===== src/dtim_pkg.sv =====
/*
 * constants for the dual 16-bit interval timer block: register indices,
 * field positions, reset values and prescaler source codes.
 * assumes an apb master on the cpu side; byte address is four times the index.
 */
// Summary of operation
// control bit 2 picks first timer source: system clock or prescaler match
// control bit 6 picks second timer source: system clock or prescaler match
// control bit 3 runs the first timer when 1, stops it when 0
// control bit 7 runs the second timer when 1, stops it when 0
// each timer pulses match when its count equals its match buffer
// counter held at zero while stopped and restarts from zero after match
// period is match value plus one counts; output period is twice that
// a stopped timer's match buffer follows its high and low match registers
// a running first timer reloads its buffer only on match
// a running second timer reloads its buffer only on match
// software writes match registers at most once per period on slow sources
// first output pin high while stopped, toggles on each match while running
// second output pin high while stopped, toggles on each match while running
// each timer may request an interrupt once per period when enabled
// prescaler runs while either clock-select bit is 1, else stops and clears
// prescaler source: 00 system clock, 01 none, 10 first osc, 11 second osc
// 4-bit prescaler pulses on reaching its match value and restarts at zero
// prescaler period field is bits 7 to 4; period is field plus one
// first timer flag bit 1 set on match, cleared by write; irq with bit 0
// second timer flag bit 5 set on match, cleared by write; irq with bit 4
// software changes a clock-select bit only while that timer is stopped
// interrupt request stays high while flag and enable are both 1
package dtim_pkg;

   // ----------------------------------------
   // register indices (byte address = index * 4)
   // ----------------------------------------
   localparam logic [15:0] IDX_FIRST_MATCH_LOW   = 16'h7fa0;
   localparam logic [15:0] IDX_FIRST_MATCH_HIGH  = 16'h7fa1;
   localparam logic [15:0] IDX_SECOND_MATCH_LOW  = 16'h7fa2;
   localparam logic [15:0] IDX_SECOND_MATCH_HIGH = 16'h7fa3;
   localparam logic [15:0] IDX_CONTROL           = 16'h7fa4;
   localparam logic [15:0] IDX_CLOCK_SETTING     = 16'h7fb6;
   localparam int          ADDR_W                = 18;

   // ----------------------------------------
   // control register fields, per timer at base 0 or 4
   // ----------------------------------------
   localparam int CTL_STRIDE = 4;
   localparam int CTL_IE     = 0;
   localparam int CTL_FLAG   = 1;
   localparam int CTL_CKSL   = 2;
   localparam int CTL_RUN    = 3;

   // ----------------------------------------
   // clock setting register fields
   // ----------------------------------------
   localparam int CLK_PWM_BIT = 0;
   localparam int CLK_SEL_LO  = 2;
   localparam int CLK_PER_LO  = 4;

   localparam logic [1:0] PSC_SRC_SYSCLK  = 2'h0;
   localparam logic [1:0] PSC_SRC_INHIBIT = 2'h1;
   localparam logic [1:0] PSC_SRC_FIRST_OSCILLATOR    = 2'h2;
   localparam logic [1:0] PSC_SRC_SECOND_OSCILLATOR    = 2'h3;

   // ----------------------------------------
   // reset values
   // ----------------------------------------
   localparam logic [7:0] RST_MATCH   = 8'h00;
   localparam logic [7:0] RST_CONTROL = 8'h00;
   localparam logic [7:0] RST_CLOCK   = 8'h00;
   localparam logic [3:0] RST_PSC     = 4'h0;

endpackage


===== src/dtim_channel.sv =====
/*
 * one 16-bit interval timer: counter, match buffer and toggle output.
 * assumes tick inputs are one-cycle pulses in the pclk domain.
 */
`timescale 1ns/1ps
module dtim_channel (
   input  wire logic        pclk,
   input  wire logic        presetn,
   input  wire logic        ce,
   input  wire logic        run,
   input  wire logic        clk_sel,
   input  wire logic        psc_match,
   input  wire logic [15:0] match_regs,
   output logic             match,
   output logic             out_pin
);

   logic [15:0] count;
   logic [15:0] match_buf;
   logic        tick;

   // ----------------------------------------
   // count source and match
   // ----------------------------------------
   assign tick  = run & (clk_sel ? psc_match : 1'b1);
   assign match = tick & (count == match_buf);

   always_ff @(posedge pclk or negedge presetn) begin
      if (!presetn) begin
         count <= 16'h0000;
      end else if (ce) begin
         if (!run) begin
            count <= 16'h0000;
         end else if (match) begin
            count <= 16'h0000;
         end else if (tick) begin
            count <= count + 16'h0001;
         end
      end
   end

   // ----------------------------------------
   // match buffer
   // ----------------------------------------
   // while running, reload only at match so a mid-period write cannot shorten the period
   always_ff @(posedge pclk or negedge presetn) begin
      if (!presetn) begin
         match_buf <= 16'h0000;
      end else if (ce) begin
         if (!run || match) begin
            match_buf <= match_regs;
         end
      end
   end

   // ----------------------------------------
   // toggle output
   // ----------------------------------------
   always_ff @(posedge pclk or negedge presetn) begin
      if (!presetn) begin
         out_pin <= 1'b1;
      end else if (ce) begin
         if (!run) begin
            out_pin <= 1'b1;
         end else if (match) begin
            out_pin <= ~out_pin;
         end
      end
   end
endmodule


===== src/dtim_top.sv =====
/*
 * dual 16-bit interval timers with shared 4-bit prescaler behind an apb slave.
 * assumes oscillator inputs are synchronous levels; one edge counted per rise.
 */
// Our own choice: register access over APB.
`timescale 1ns/1ps
module dtim_top (
   input  wire logic                       pclk,
   input  wire logic                       presetn,
   input  wire logic                       ce,
   input  wire logic                       psel,
   input  wire logic                       penable,
   input  wire logic                       pwrite,
   input  wire logic [dtim_pkg::ADDR_W-1:0] paddr,
   input  wire logic [31:0]                pwdata,
   input  wire logic [3:0]                 pstrb,
   output logic      [31:0]                prdata,
   output logic                            pready,
   output logic                            pslverr,
   input  wire logic                       first_oscillator,
   input  wire logic                       second_oscillator,
   output logic                            first_timer_output_pin,
   output logic                            second_timer_output_pin,
   output logic                            first_timer_irq,
   output logic                            second_timer_irq
);

   // ----------------------------------------
   // register state
   // ----------------------------------------
   logic [7:0] match_low  [2];
   logic [7:0] match_high [2];
   logic [7:0] control;
   logic [7:0] clock_setting;

   logic [3:0] psc_count;
   logic       psc_run;
   logic       psc_tick;
   logic       psc_match;
   logic       first_oscillator_q;
   logic       second_oscillator_q;
   logic [1:0] psc_src;
   logic [3:0] psc_period;

   logic [1:0] tmr_match;
   logic [1:0] tmr_out;
   logic [1:0] tmr_run;
   logic [1:0] tmr_cksl;
   logic [1:0] tmr_flag;
   logic [1:0] tmr_ie;
   logic [1:0] flag_clr;

   // ----------------------------------------
   // apb decode
   // ----------------------------------------
   logic        word_ok;
   logic [15:0] idx;
   logic        hit_low0;
   logic        hit_high0;
   logic        hit_low1;
   logic        hit_high1;
   logic        hit_ctl;
   logic        hit_clk;
   logic        mapped;
   logic        setup;
   logic        wr_en;
   logic [7:0]  wbyte;
   logic [7:0]  next_rdata;

   assign word_ok   = (paddr[1:0] == 2'h0);
   assign idx       = paddr[17:2];
   assign hit_low0  = word_ok && idx == dtim_pkg::IDX_FIRST_MATCH_LOW;
   assign hit_high0 = word_ok && idx == dtim_pkg::IDX_FIRST_MATCH_HIGH;
   assign hit_low1  = word_ok && idx == dtim_pkg::IDX_SECOND_MATCH_LOW;
   assign hit_high1 = word_ok && idx == dtim_pkg::IDX_SECOND_MATCH_HIGH;
   assign hit_ctl   = word_ok && idx == dtim_pkg::IDX_CONTROL;
   assign hit_clk   = word_ok && idx == dtim_pkg::IDX_CLOCK_SETTING;
   assign mapped    = hit_low0 | hit_high0 | hit_low1 | hit_high1 | hit_ctl | hit_clk;

   // one wait-free access phase; a held-low clock enable stalls the bus too
   assign setup   = psel & ~penable;
   assign pready  = ce;
   assign pslverr = psel & penable & ~mapped;
   assign wr_en   = ce & psel & penable & pwrite & mapped & pstrb[0];
   assign wbyte   = pwdata[7:0];

   always_comb begin
      next_rdata = 8'h00;
      if (hit_low0) begin
         next_rdata = match_low[0];
      end else if (hit_high0) begin
         next_rdata = match_high[0];
      end else if (hit_low1) begin
         next_rdata = match_low[1];
      end else if (hit_high1) begin
         next_rdata = match_high[1];
      end else if (hit_ctl) begin
         next_rdata = control;
      end else if (hit_clk) begin
         next_rdata = clock_setting;
      end
   end

   // read data captured in the setup cycle so prdata comes from a flop
   always_ff @(posedge pclk or negedge presetn) begin
      if (!presetn) begin
         prdata <= 32'h0000_0000;
      end else if (ce && setup) begin
         prdata <= {24'h00_0000, next_rdata};
      end
   end

   // ----------------------------------------
   // match data registers
   // ----------------------------------------
   always_ff @(posedge pclk or negedge presetn) begin
      if (!presetn) begin
         match_low[0]  <= dtim_pkg::RST_MATCH;
         match_high[0] <= dtim_pkg::RST_MATCH;
         match_low[1]  <= dtim_pkg::RST_MATCH;
         match_high[1] <= dtim_pkg::RST_MATCH;
      end else if (wr_en) begin
         if (hit_low0) begin
            match_low[0] <= wbyte;
         end
         if (hit_high0) begin
            match_high[0] <= wbyte;
         end
         if (hit_low1) begin
            match_low[1] <= wbyte;
         end
         if (hit_high1) begin
            match_high[1] <= wbyte;
         end
      end
   end

   // ----------------------------------------
   // control register
   // ----------------------------------------
   // flags: written 0 clears, written 1 keeps; a match in the same cycle wins
   always_ff @(posedge pclk or negedge presetn) begin
      if (!presetn) begin
         control <= dtim_pkg::RST_CONTROL;
      end else if (ce) begin
         for (int i = 0; i < 2; i++) begin
            if (wr_en && hit_ctl) begin
               control[i*dtim_pkg::CTL_STRIDE+dtim_pkg::CTL_IE] <=
                  wbyte[i*dtim_pkg::CTL_STRIDE+dtim_pkg::CTL_IE];
               control[i*dtim_pkg::CTL_STRIDE+dtim_pkg::CTL_CKSL] <=
                  wbyte[i*dtim_pkg::CTL_STRIDE+dtim_pkg::CTL_CKSL];
               control[i*dtim_pkg::CTL_STRIDE+dtim_pkg::CTL_RUN] <=
                  wbyte[i*dtim_pkg::CTL_STRIDE+dtim_pkg::CTL_RUN];
            end
            if (tmr_match[i]) begin
               control[i*dtim_pkg::CTL_STRIDE+dtim_pkg::CTL_FLAG] <= 1'b1;
            end else if (wr_en && hit_ctl
                         && !wbyte[i*dtim_pkg::CTL_STRIDE+dtim_pkg::CTL_FLAG]) begin
               control[i*dtim_pkg::CTL_STRIDE+dtim_pkg::CTL_FLAG] <= 1'b0;
            end
         end
      end
   end

   // ----------------------------------------
   // clock setting register
   // ----------------------------------------
   // bit 1 does not exist and always reads zero
   always_ff @(posedge pclk or negedge presetn) begin
      if (!presetn) begin
         clock_setting <= dtim_pkg::RST_CLOCK;
      end else if (wr_en && hit_clk) begin
         clock_setting <= {wbyte[7:2], 1'b0, wbyte[dtim_pkg::CLK_PWM_BIT]};
      end
   end

   assign psc_src    = clock_setting[dtim_pkg::CLK_SEL_LO +: 2];
   assign psc_period = clock_setting[dtim_pkg::CLK_PER_LO +: 4];

   // ----------------------------------------
   // shared prescaler
   // ----------------------------------------
   always_ff @(posedge pclk or negedge presetn) begin
      if (!presetn) begin
         first_oscillator_q <= 1'b0;
         second_oscillator_q <= 1'b0;
      end else if (ce) begin
         first_oscillator_q <= first_oscillator;
         second_oscillator_q <= second_oscillator;
      end
   end

   assign psc_run = tmr_cksl[0] | tmr_cksl[1];

   always_comb begin
      unique case (psc_src)
         dtim_pkg::PSC_SRC_SYSCLK:  psc_tick = 1'b1;
         dtim_pkg::PSC_SRC_INHIBIT: psc_tick = 1'b0;
         dtim_pkg::PSC_SRC_FIRST_OSCILLATOR:    psc_tick = first_oscillator & ~first_oscillator_q;
         dtim_pkg::PSC_SRC_SECOND_OSCILLATOR:    psc_tick = second_oscillator & ~second_oscillator_q;
      endcase
   end

   assign psc_match = psc_run & psc_tick & (psc_count == psc_period);

   always_ff @(posedge pclk or negedge presetn) begin
      if (!presetn) begin
         psc_count <= dtim_pkg::RST_PSC;
      end else if (ce) begin
         if (!psc_run || psc_match) begin
            psc_count <= dtim_pkg::RST_PSC;
         end else if (psc_tick) begin
            psc_count <= psc_count + 4'h1;
         end
      end
   end

   // ----------------------------------------
   // timer channels
   // ----------------------------------------
   // clock select is only meant to change while stopped; not enforced here
   for (genvar g = 0; g < 2; g++) begin : g_tmr
      assign tmr_ie[g]   = control[g*dtim_pkg::CTL_STRIDE+dtim_pkg::CTL_IE];
      assign tmr_flag[g] = control[g*dtim_pkg::CTL_STRIDE+dtim_pkg::CTL_FLAG];
      assign tmr_cksl[g] = control[g*dtim_pkg::CTL_STRIDE+dtim_pkg::CTL_CKSL];
      assign tmr_run[g]  = control[g*dtim_pkg::CTL_STRIDE+dtim_pkg::CTL_RUN];
      assign flag_clr[g] = wr_en & hit_ctl & ~wbyte[g*dtim_pkg::CTL_STRIDE+dtim_pkg::CTL_FLAG];

      dtim_channel u_chan (
         .pclk       (pclk),
         .presetn    (presetn),
         .ce         (ce),
         .run        (tmr_run[g]),
         .clk_sel    (tmr_cksl[g]),
         .psc_match  (psc_match),
         .match_regs ({match_high[g], match_low[g]}),
         .match      (tmr_match[g]),
         .out_pin    (tmr_out[g])
      );
   end

   assign first_timer_output_pin  = tmr_out[0];
   assign second_timer_output_pin = tmr_out[1];

   // ----------------------------------------
   // interrupt requests
   // ----------------------------------------
   assign first_timer_irq  = tmr_flag[0] & tmr_ie[0];
   assign second_timer_irq = tmr_flag[1] & tmr_ie[1];
endmodule


===== config.mk =====
export PLATFORM = sky130hd
export DESIGN_NAME = dtim_top
export DESIGN_NICKNAME = d
export VERILOG_FILES = /design/src/dtim_pkg.sv /design/src/dtim_channel.sv /design/src/dtim_top.sv
export SDC_FILE = /design/constraint.sdc
export NUM_CORES = 1
export LEC_CHECK = 0
export ABC_AREA = 1
export CORE_UTILIZATION = 35
export CTS_CLUSTER_DIAMETER = 100
export DETAILED_ROUTE_END_ITERATION = 8
export DONT_BUFFER_PORTS = 1
export MAX_ROUTING_LAYER = met4
export PLACE_DENSITY = 0.49
export SLEW_MARGIN = 20
export SYNTH_ARGS = -nofsm -noshare
export SYNTH_HDL_FRONTEND = slang
export SYNTH_SLANG_ARGS = --single-unit

===== constraint.sdc =====
create_clock -name pclk -period 2.1 [get_ports pclk]
set_input_delay 0.105 -clock pclk [delete_from_list [all_inputs] [get_ports pclk]]
set_output_delay 0.105 -clock pclk [all_outputs]
set_load 0.01 [all_outputs]

Word-level counts from Yosys, hierarchy flattened. Index checks and enable logic that the tools add are counted. Widths: inputs -> output; s select.

Bitwise logic cells: 30. Reduce and logical (&&, ||, !) cells: 38. Equality and inequality tests: 16. Multiplexer cells: 25. Multipliers: 0. Add/sub/neg operators: 3. Order comparisons: 0. Shift operators: 0. Div/mod/pow operators: 0.

Operators by type and width (count): $eq 16x15->1 const B (6); $mux 16 (6); $mux 8 (6); $add 16x1->16 const B (2); $eq 16x16->1 (2); $reduce_and 2->1 (14); $and 1x1->1 (18); $logic_and 1x1->1 (11); $mux 1 (10); $mux 4 (2); $ne 3x1->1 const B (2); $not 1->1 (6); $or 1x1->1 (6); $reduce_bool 2->1 (3); $logic_not 1->1 (5); $add 4x1->4 const B (1); $eq 2x2->1 const B (2); $eq 4x4->1 (1); $logic_not 2->1 (2); $ne 2x1->1 const B (2); $pmux 1 s4 (1); $logic_or 1x1->1 (3); $eq 2x1->1 const B (1).

Bits in writable memories: 0. Register bits after elaboration: 127. Memories kept: 0. Latch bits: 0. Memory bits (read-only): 0. Output and inout port bits: 38.

Depth between registers and ports, before layout.
Word-level depth: 13. Depth in mapped cells: 14. Mapped depth without buffers: 13.

Modules after synthesis. A second synthesis with hierarchy kept.

Cell total of the unflattened synthesis: 990. Area, all modules: 7444.6 sq um.

Modules (own cells, without submodules): dtim_channel (times used 2, seq. area each 827.0 sq um, cells an instance 271, area an instance 1941.9 sq um); dtim_top (times used 1, seq. area each 1526.5 sq um, cells an instance 448, area an instance 3560.9 sq um).

Worst setup path before layout. OpenSTA, ideal clock, no wires.

Kind: register -> register. Start point: reg g_tmr[1].u_chan.count[3]. End point: reg g_tmr[1].u_chan.match_buf[10]. Slack: 0.422 ns. Arrival: 1.561 ns. Cell stages (with the launch flop): 13. Setup time: 0.117 ns. Buffers on the path: 2. Cell sequence: dfrtp_1 -> buf_2 -> nand2_1 -> inv_1 -> nor3_1 -> nand2_1 -> nor2_1 -> nand2_1 -> o21ai_4 -> nand2_4 -> buf_6 -> nand2_1 -> nand2_1.

Cells in the longest elaborated chain, start to end: 4.

RTL lines: from (decl) (RTL line dtim_channel.sv:18) `logic [15:0] count;`; from (signal assigned) (RTL line dtim_channel.sv:37) `count <= count + 16'h0001;`; $eq 16x16->1 (RTL line dtim_channel.sv:26) `assign match = tick & (count == match_buf);`; $and 1x1->1 (RTL line dtim_channel.sv:26); $logic_or 1x1->1 (RTL line dtim_channel.sv:50) `if (!run || match) begin`; $reduce_and 2->1 (no line); to (signal assigned) (RTL line dtim_channel.sv:51) `match_buf <= match_regs;`; to (decl) (RTL line dtim_channel.sv:19) `logic [15:0] match_buf;`.

No other way between the ends. A chain may end at the register's enable or synchronous reset.

Final worst setup path.
Start point: reg clock_setting[2]. End point: reg g_tmr[0].u_chan.count[12].

Cells in the longest elaborated chain, start to end: 9. Elaborated cells on any way between the ends: 14.

RTL lines: from (decl) (RTL line dtim_top.sv:34) `logic [7:0] clock_setting;`; from (signal assigned) (RTL line dtim_top.sv:171) `clock_setting <= dtim_pkg::RST_CLOCK;`; from (signal assigned) (RTL line dtim_top.sv:173) `clock_setting <= {wbyte[7:2], 1'b0, wbyte[dtim_pkg::CLK_PWM_BIT]};`; $eq 2x2->1 (tied with other cells) (RTL line dtim_top.sv:196) `unique case (psc_src)`; $pmux 1 s4 * (RTL line dtim_top.sv:196); $and 1x1->1 * (2 in a row) (RTL line dtim_top.sv:204) `assign psc_match = psc_run & psc_tick & (psc_count == psc_period);`; $mux 1 * (RTL line dtim_channel.sv:25) `assign tick = run & (clk_sel ? psc_match : 1'b1);`; $and 1x1->1 * (RTL line dtim_channel.sv:25); $and 1x1->1 (RTL line dtim_channel.sv:26); $ne 3x1->1 (no line) or $mux 16 (tied branches); $reduce_and 2->1 (no line) or $mux 16 (tied branches); to (signal assigned) (RTL line dtim_channel.sv:37); to (decl) (RTL line dtim_channel.sv:18).

Every way passes the cells marked *; elsewhere a longest branch is shown, timed or not.

==> results.sh <==
export IMPL_grt_max_degree=128
export IMPL_ant_nets=0
export IMPL_finalWorstSetupSlack_ns=0.247
export IMPL_grt_pass1_wl_mm=38.9
export IMPL_status="complete, but fails checks"
export IMPL_wl_per_cell_um=15.2
export IMPL_dieArea_um2=23900
export IMPL_worstPathArrival_ns=2.15
export IMPL_drive_above_1_share_pct=8.23
export IMPL_min_period_over_period_pct=88.2
export IMPL_cp_start_kind="flip-flop"
export IMPL_grt_overflow=0
export IMPL_grt_pass1_vias=7343
export IMPL_utilization_pct=40.8
export IMPL_synthArstFlopShare_pct=100
export IMPL_antenna_found_initial=0
export IMPL_gp_congestion=0.886
export IMPL_htree_levels=4
export IMPL_cts_reportedPaths_clkPinSlew_ns=0.06
export IMPL_area_delta_synth_final_pct=13.9
export IMPL_rows=55
export IMPL_final_nets=1292
export IMPL_synthTopCellsByCount="nand2_1, inv_1, dfrtp_1"
export IMPL_worst_slew_pin_transition_ns=0.540
export IMPL_drv_slew=0
export IMPL_leakage_uw=0.00508
export IMPL_clock_latency_ns=0.42
export IMPL_synthMostInstantiatedCell="nand2_1"
export IMPL_die_width_um=155
export IMPL_clock_sinks=127
export IMPL_violations="hold timing"
export IMPL_hpwl_mm=17.0
export IMPL_die_height_um=155
export IMPL_period_minus_slack_ns=1.85
export IMPL_crit_fanout=6
export IMPL_fmax_ghz=0.540
export IMPL_dr_pass1_iters=5
export IMPL_cts_tree="done"
export IMPL_syn_area_um2=8160
export IMPL_start_util_pct=35.8
export IMPL_synth_top_area_share_pct=38.3
export IMPL_synthFlopType="dfrtp_1"
export IMPL_drt_initial_drc_count=445
export IMPL_cap_violations=0
export IMPL_io_buffers=0
export IMPL_synth_edff_count=0
export IMPL_vias=7541
export IMPL_whs_ns=-0.622
export IMPL_yosysUniqueCellTypes=34
export IMPL_fill_cells=2414
export IMPL_hold_violations=127
export IMPL_num_io_pins=100
export IMPL_holdBufCountCts=15
export IMPL_pre_cts_ws_ns=0.112
export IMPL_crit_type="flip-flop to flip-flop"
export IMPL_ir_worst_vdd_v=0.000522
export IMPL_routed_wl_mm=23.7
export IMPL_setup_viol=0
export IMPL_yosys_top_cells_area="dfrtp_1, nand2_1, nand4_1"
export IMPL_antenna_cells=0
export IMPL_worstHoldPathType="input pin to async pin"
export IMPL_finalPower_uw=5770
export IMPL_cts_root_buf="clkbuf_16"
export IMPL_route_detailed_drc=0
export IMPL_ys_ff_latch=127
export IMPL_grtUsageTotal_pct=21.6
export IMPL_avgViaCountPerCell=4.86
export IMPL_rsz0062_at_grt="no"
export IMPL_synth_seq_area_share_pct=39.0
export IMPL_pwr_density_cell_nw_per_um2=620
export IMPL_final_setup_skew_ns=0.0140
export IMPL_clock_path_buffers=2
export IMPL_relSlewSlack_pct=63.7
export IMPL_fin_setup_tns_ns=0
export IMPL_synth_cells=1198
export IMPL_design_core_area_um2=22800
export IMPL_yosysTopAreaCell="dfrtp_1"
export IMPL_end_kind="flip-flop"
export IMPL_syn_mean_instance_area_um2=6.81
export IMPL_stdcell_count=1552
export IMPL_cts_buffers=17
export IMPL_crit_required_ns=2.40
export IMPL_synth_warnings=0
export IMPL_dp_cells=1505
-- path summary, 6_finish.rpt --
kind	start	to	slack, ns	cells after the start
max	clock_setting[2]$_DFFE_PN0P_	g_tmr[0].u_chan.count[12]$_DFFE_PN0P_	0.25	12
min	presetn	g_tmr[1].u_chan.count[3]$_DFFE_PN0P_	-0.62	0
max reg2reg	clock_setting[2]$_DFFE_PN0P_	g_tmr[0].u_chan.count[12]$_DFFE_PN0P_	0.25	12
min reg2reg	g_tmr[1].u_chan.match_buf[3]$_DFFE_PN0P_	g_tmr[1].u_chan.match_buf[3]$_DFFE_PN0P_	0.48	2
max in group asynchronous	presetn	g_tmr[1].u_chan.out_pin$_DFFE_PN1P_	2.50	0
min in group pclk	penable	prdata[1]$_DFFE_PN0P_	0.02	4
-- cell families after synthesis --
group	share of synthesized area [%]
fa+ha+maj	0.460
xor+xnor	2.68
compound gates	1.58
other cells	0.0460
flops	39.0
simple gates	44.7
buf+inv	11.5
-- sequential cells by signal, indices dropped and copies added (netlist names) --
name	flops
match_high	16
g_tmr.u_chan.count	32
control	8
clock_setting	7
second_oscillator_q	1
match_low	16
first_oscillator_q	1
g_tmr.u_chan.match_buf	32
prdata	8
g_tmr.u_chan.out_pin	2
psc_count	4
-- routing by layer --
metal	wire length, um	vias to the layer above	global-route usage, %
li1	-	3849	-
met5	0	-	-
met3	769	38	3.50
met2	10600	143	32.7
met4	694	0	9.38
met1	11600	3511	28.4
-- cell type report --
| class | count | area (um^2) | share of cell area [%] |
|---|---|---|---|
| Sequential cell | 127 | 3180 | 34.2 |
| Clock buffer | 18 | 429 | 4.62 |
| Tap cell | 313 | 392 | 4.21 |
| Timing Repair Buffer | 49 | 440 | 4.74 |
| Inverter | 144 | 544 | 5.85 |
| Clock inverter | 13 | 176 | 1.90 |
| Multi-Input combinational cell | 888 | 4140 | 44.5 |
-- where the power goes --
part | switching, uW | leakage, uW | internal [uW]
sequential | 6.53 | 0.00176 | 2460
clock | 1200 | 0.000293 | 1890
combinational | 151 | 0.00302 | 61.6
total | 1360 | 0.00508 | 4410
-- through the flow --
stage,hold WS [ns],cell area (um^2)
global placement,-0.183,8500
detailed placement,-0.182,8500
floorplan,-0.191,8250
finish,-0.622,9300
CTS,-0.639,9270
global route,-0.646,9300
-- placed cells by master (no fill, tap or decap), types with 3 or more instances in the layout --
cell type      Yosys  routed
inv_2              5       5
dlygate4sd3_1      0      14
xnor2_1            8       8
nor2_4             4       5
dfrtp_1          125     125
inv_1            136     135
inv_6              0       7
nor2_1           101     101
xor2_1            17      17
conb_1             1      24
ha_1               3       3
nand2_2            3       5
nand4_1          105     105
clkbuf_16          0      17
nand2_4            5       5
buf_4             29      32
nand3_1           95      95
nand2_1          455     453
nand3b_1           5       5
nand3_2            7       7
nor2_2             5       4
a21oi_1            4       4
nor4_1             5       5
clkinv_1           3       3
o21ai_0           17      17
nor3_1            18      18
bufinv_16          0       3
buf_12             0       3
-- worst max-delay path, cell delays in order (launching register included) --
cell	delay, ns
dfrtp_1	0.47
inv_1	0.06
nand3_1	0.11
nand2_1	0.09
nor2_1	0.12
nand2_2	0.14
nand2_2	0.12
nand3_1	0.13
nand2_2	0.10
nand2_1	0.06
buf_4	0.16
inv_2	0.11
nor2_1	0.06
-- timing repair --
item                                   CTS  global route
setup endpoints to repair                0            40
setup buffers                            0             1
endpoints found under the hold margin  221           127
resized for setup                        0             3
No activity file was read; power rests on OpenSTA's default activity.
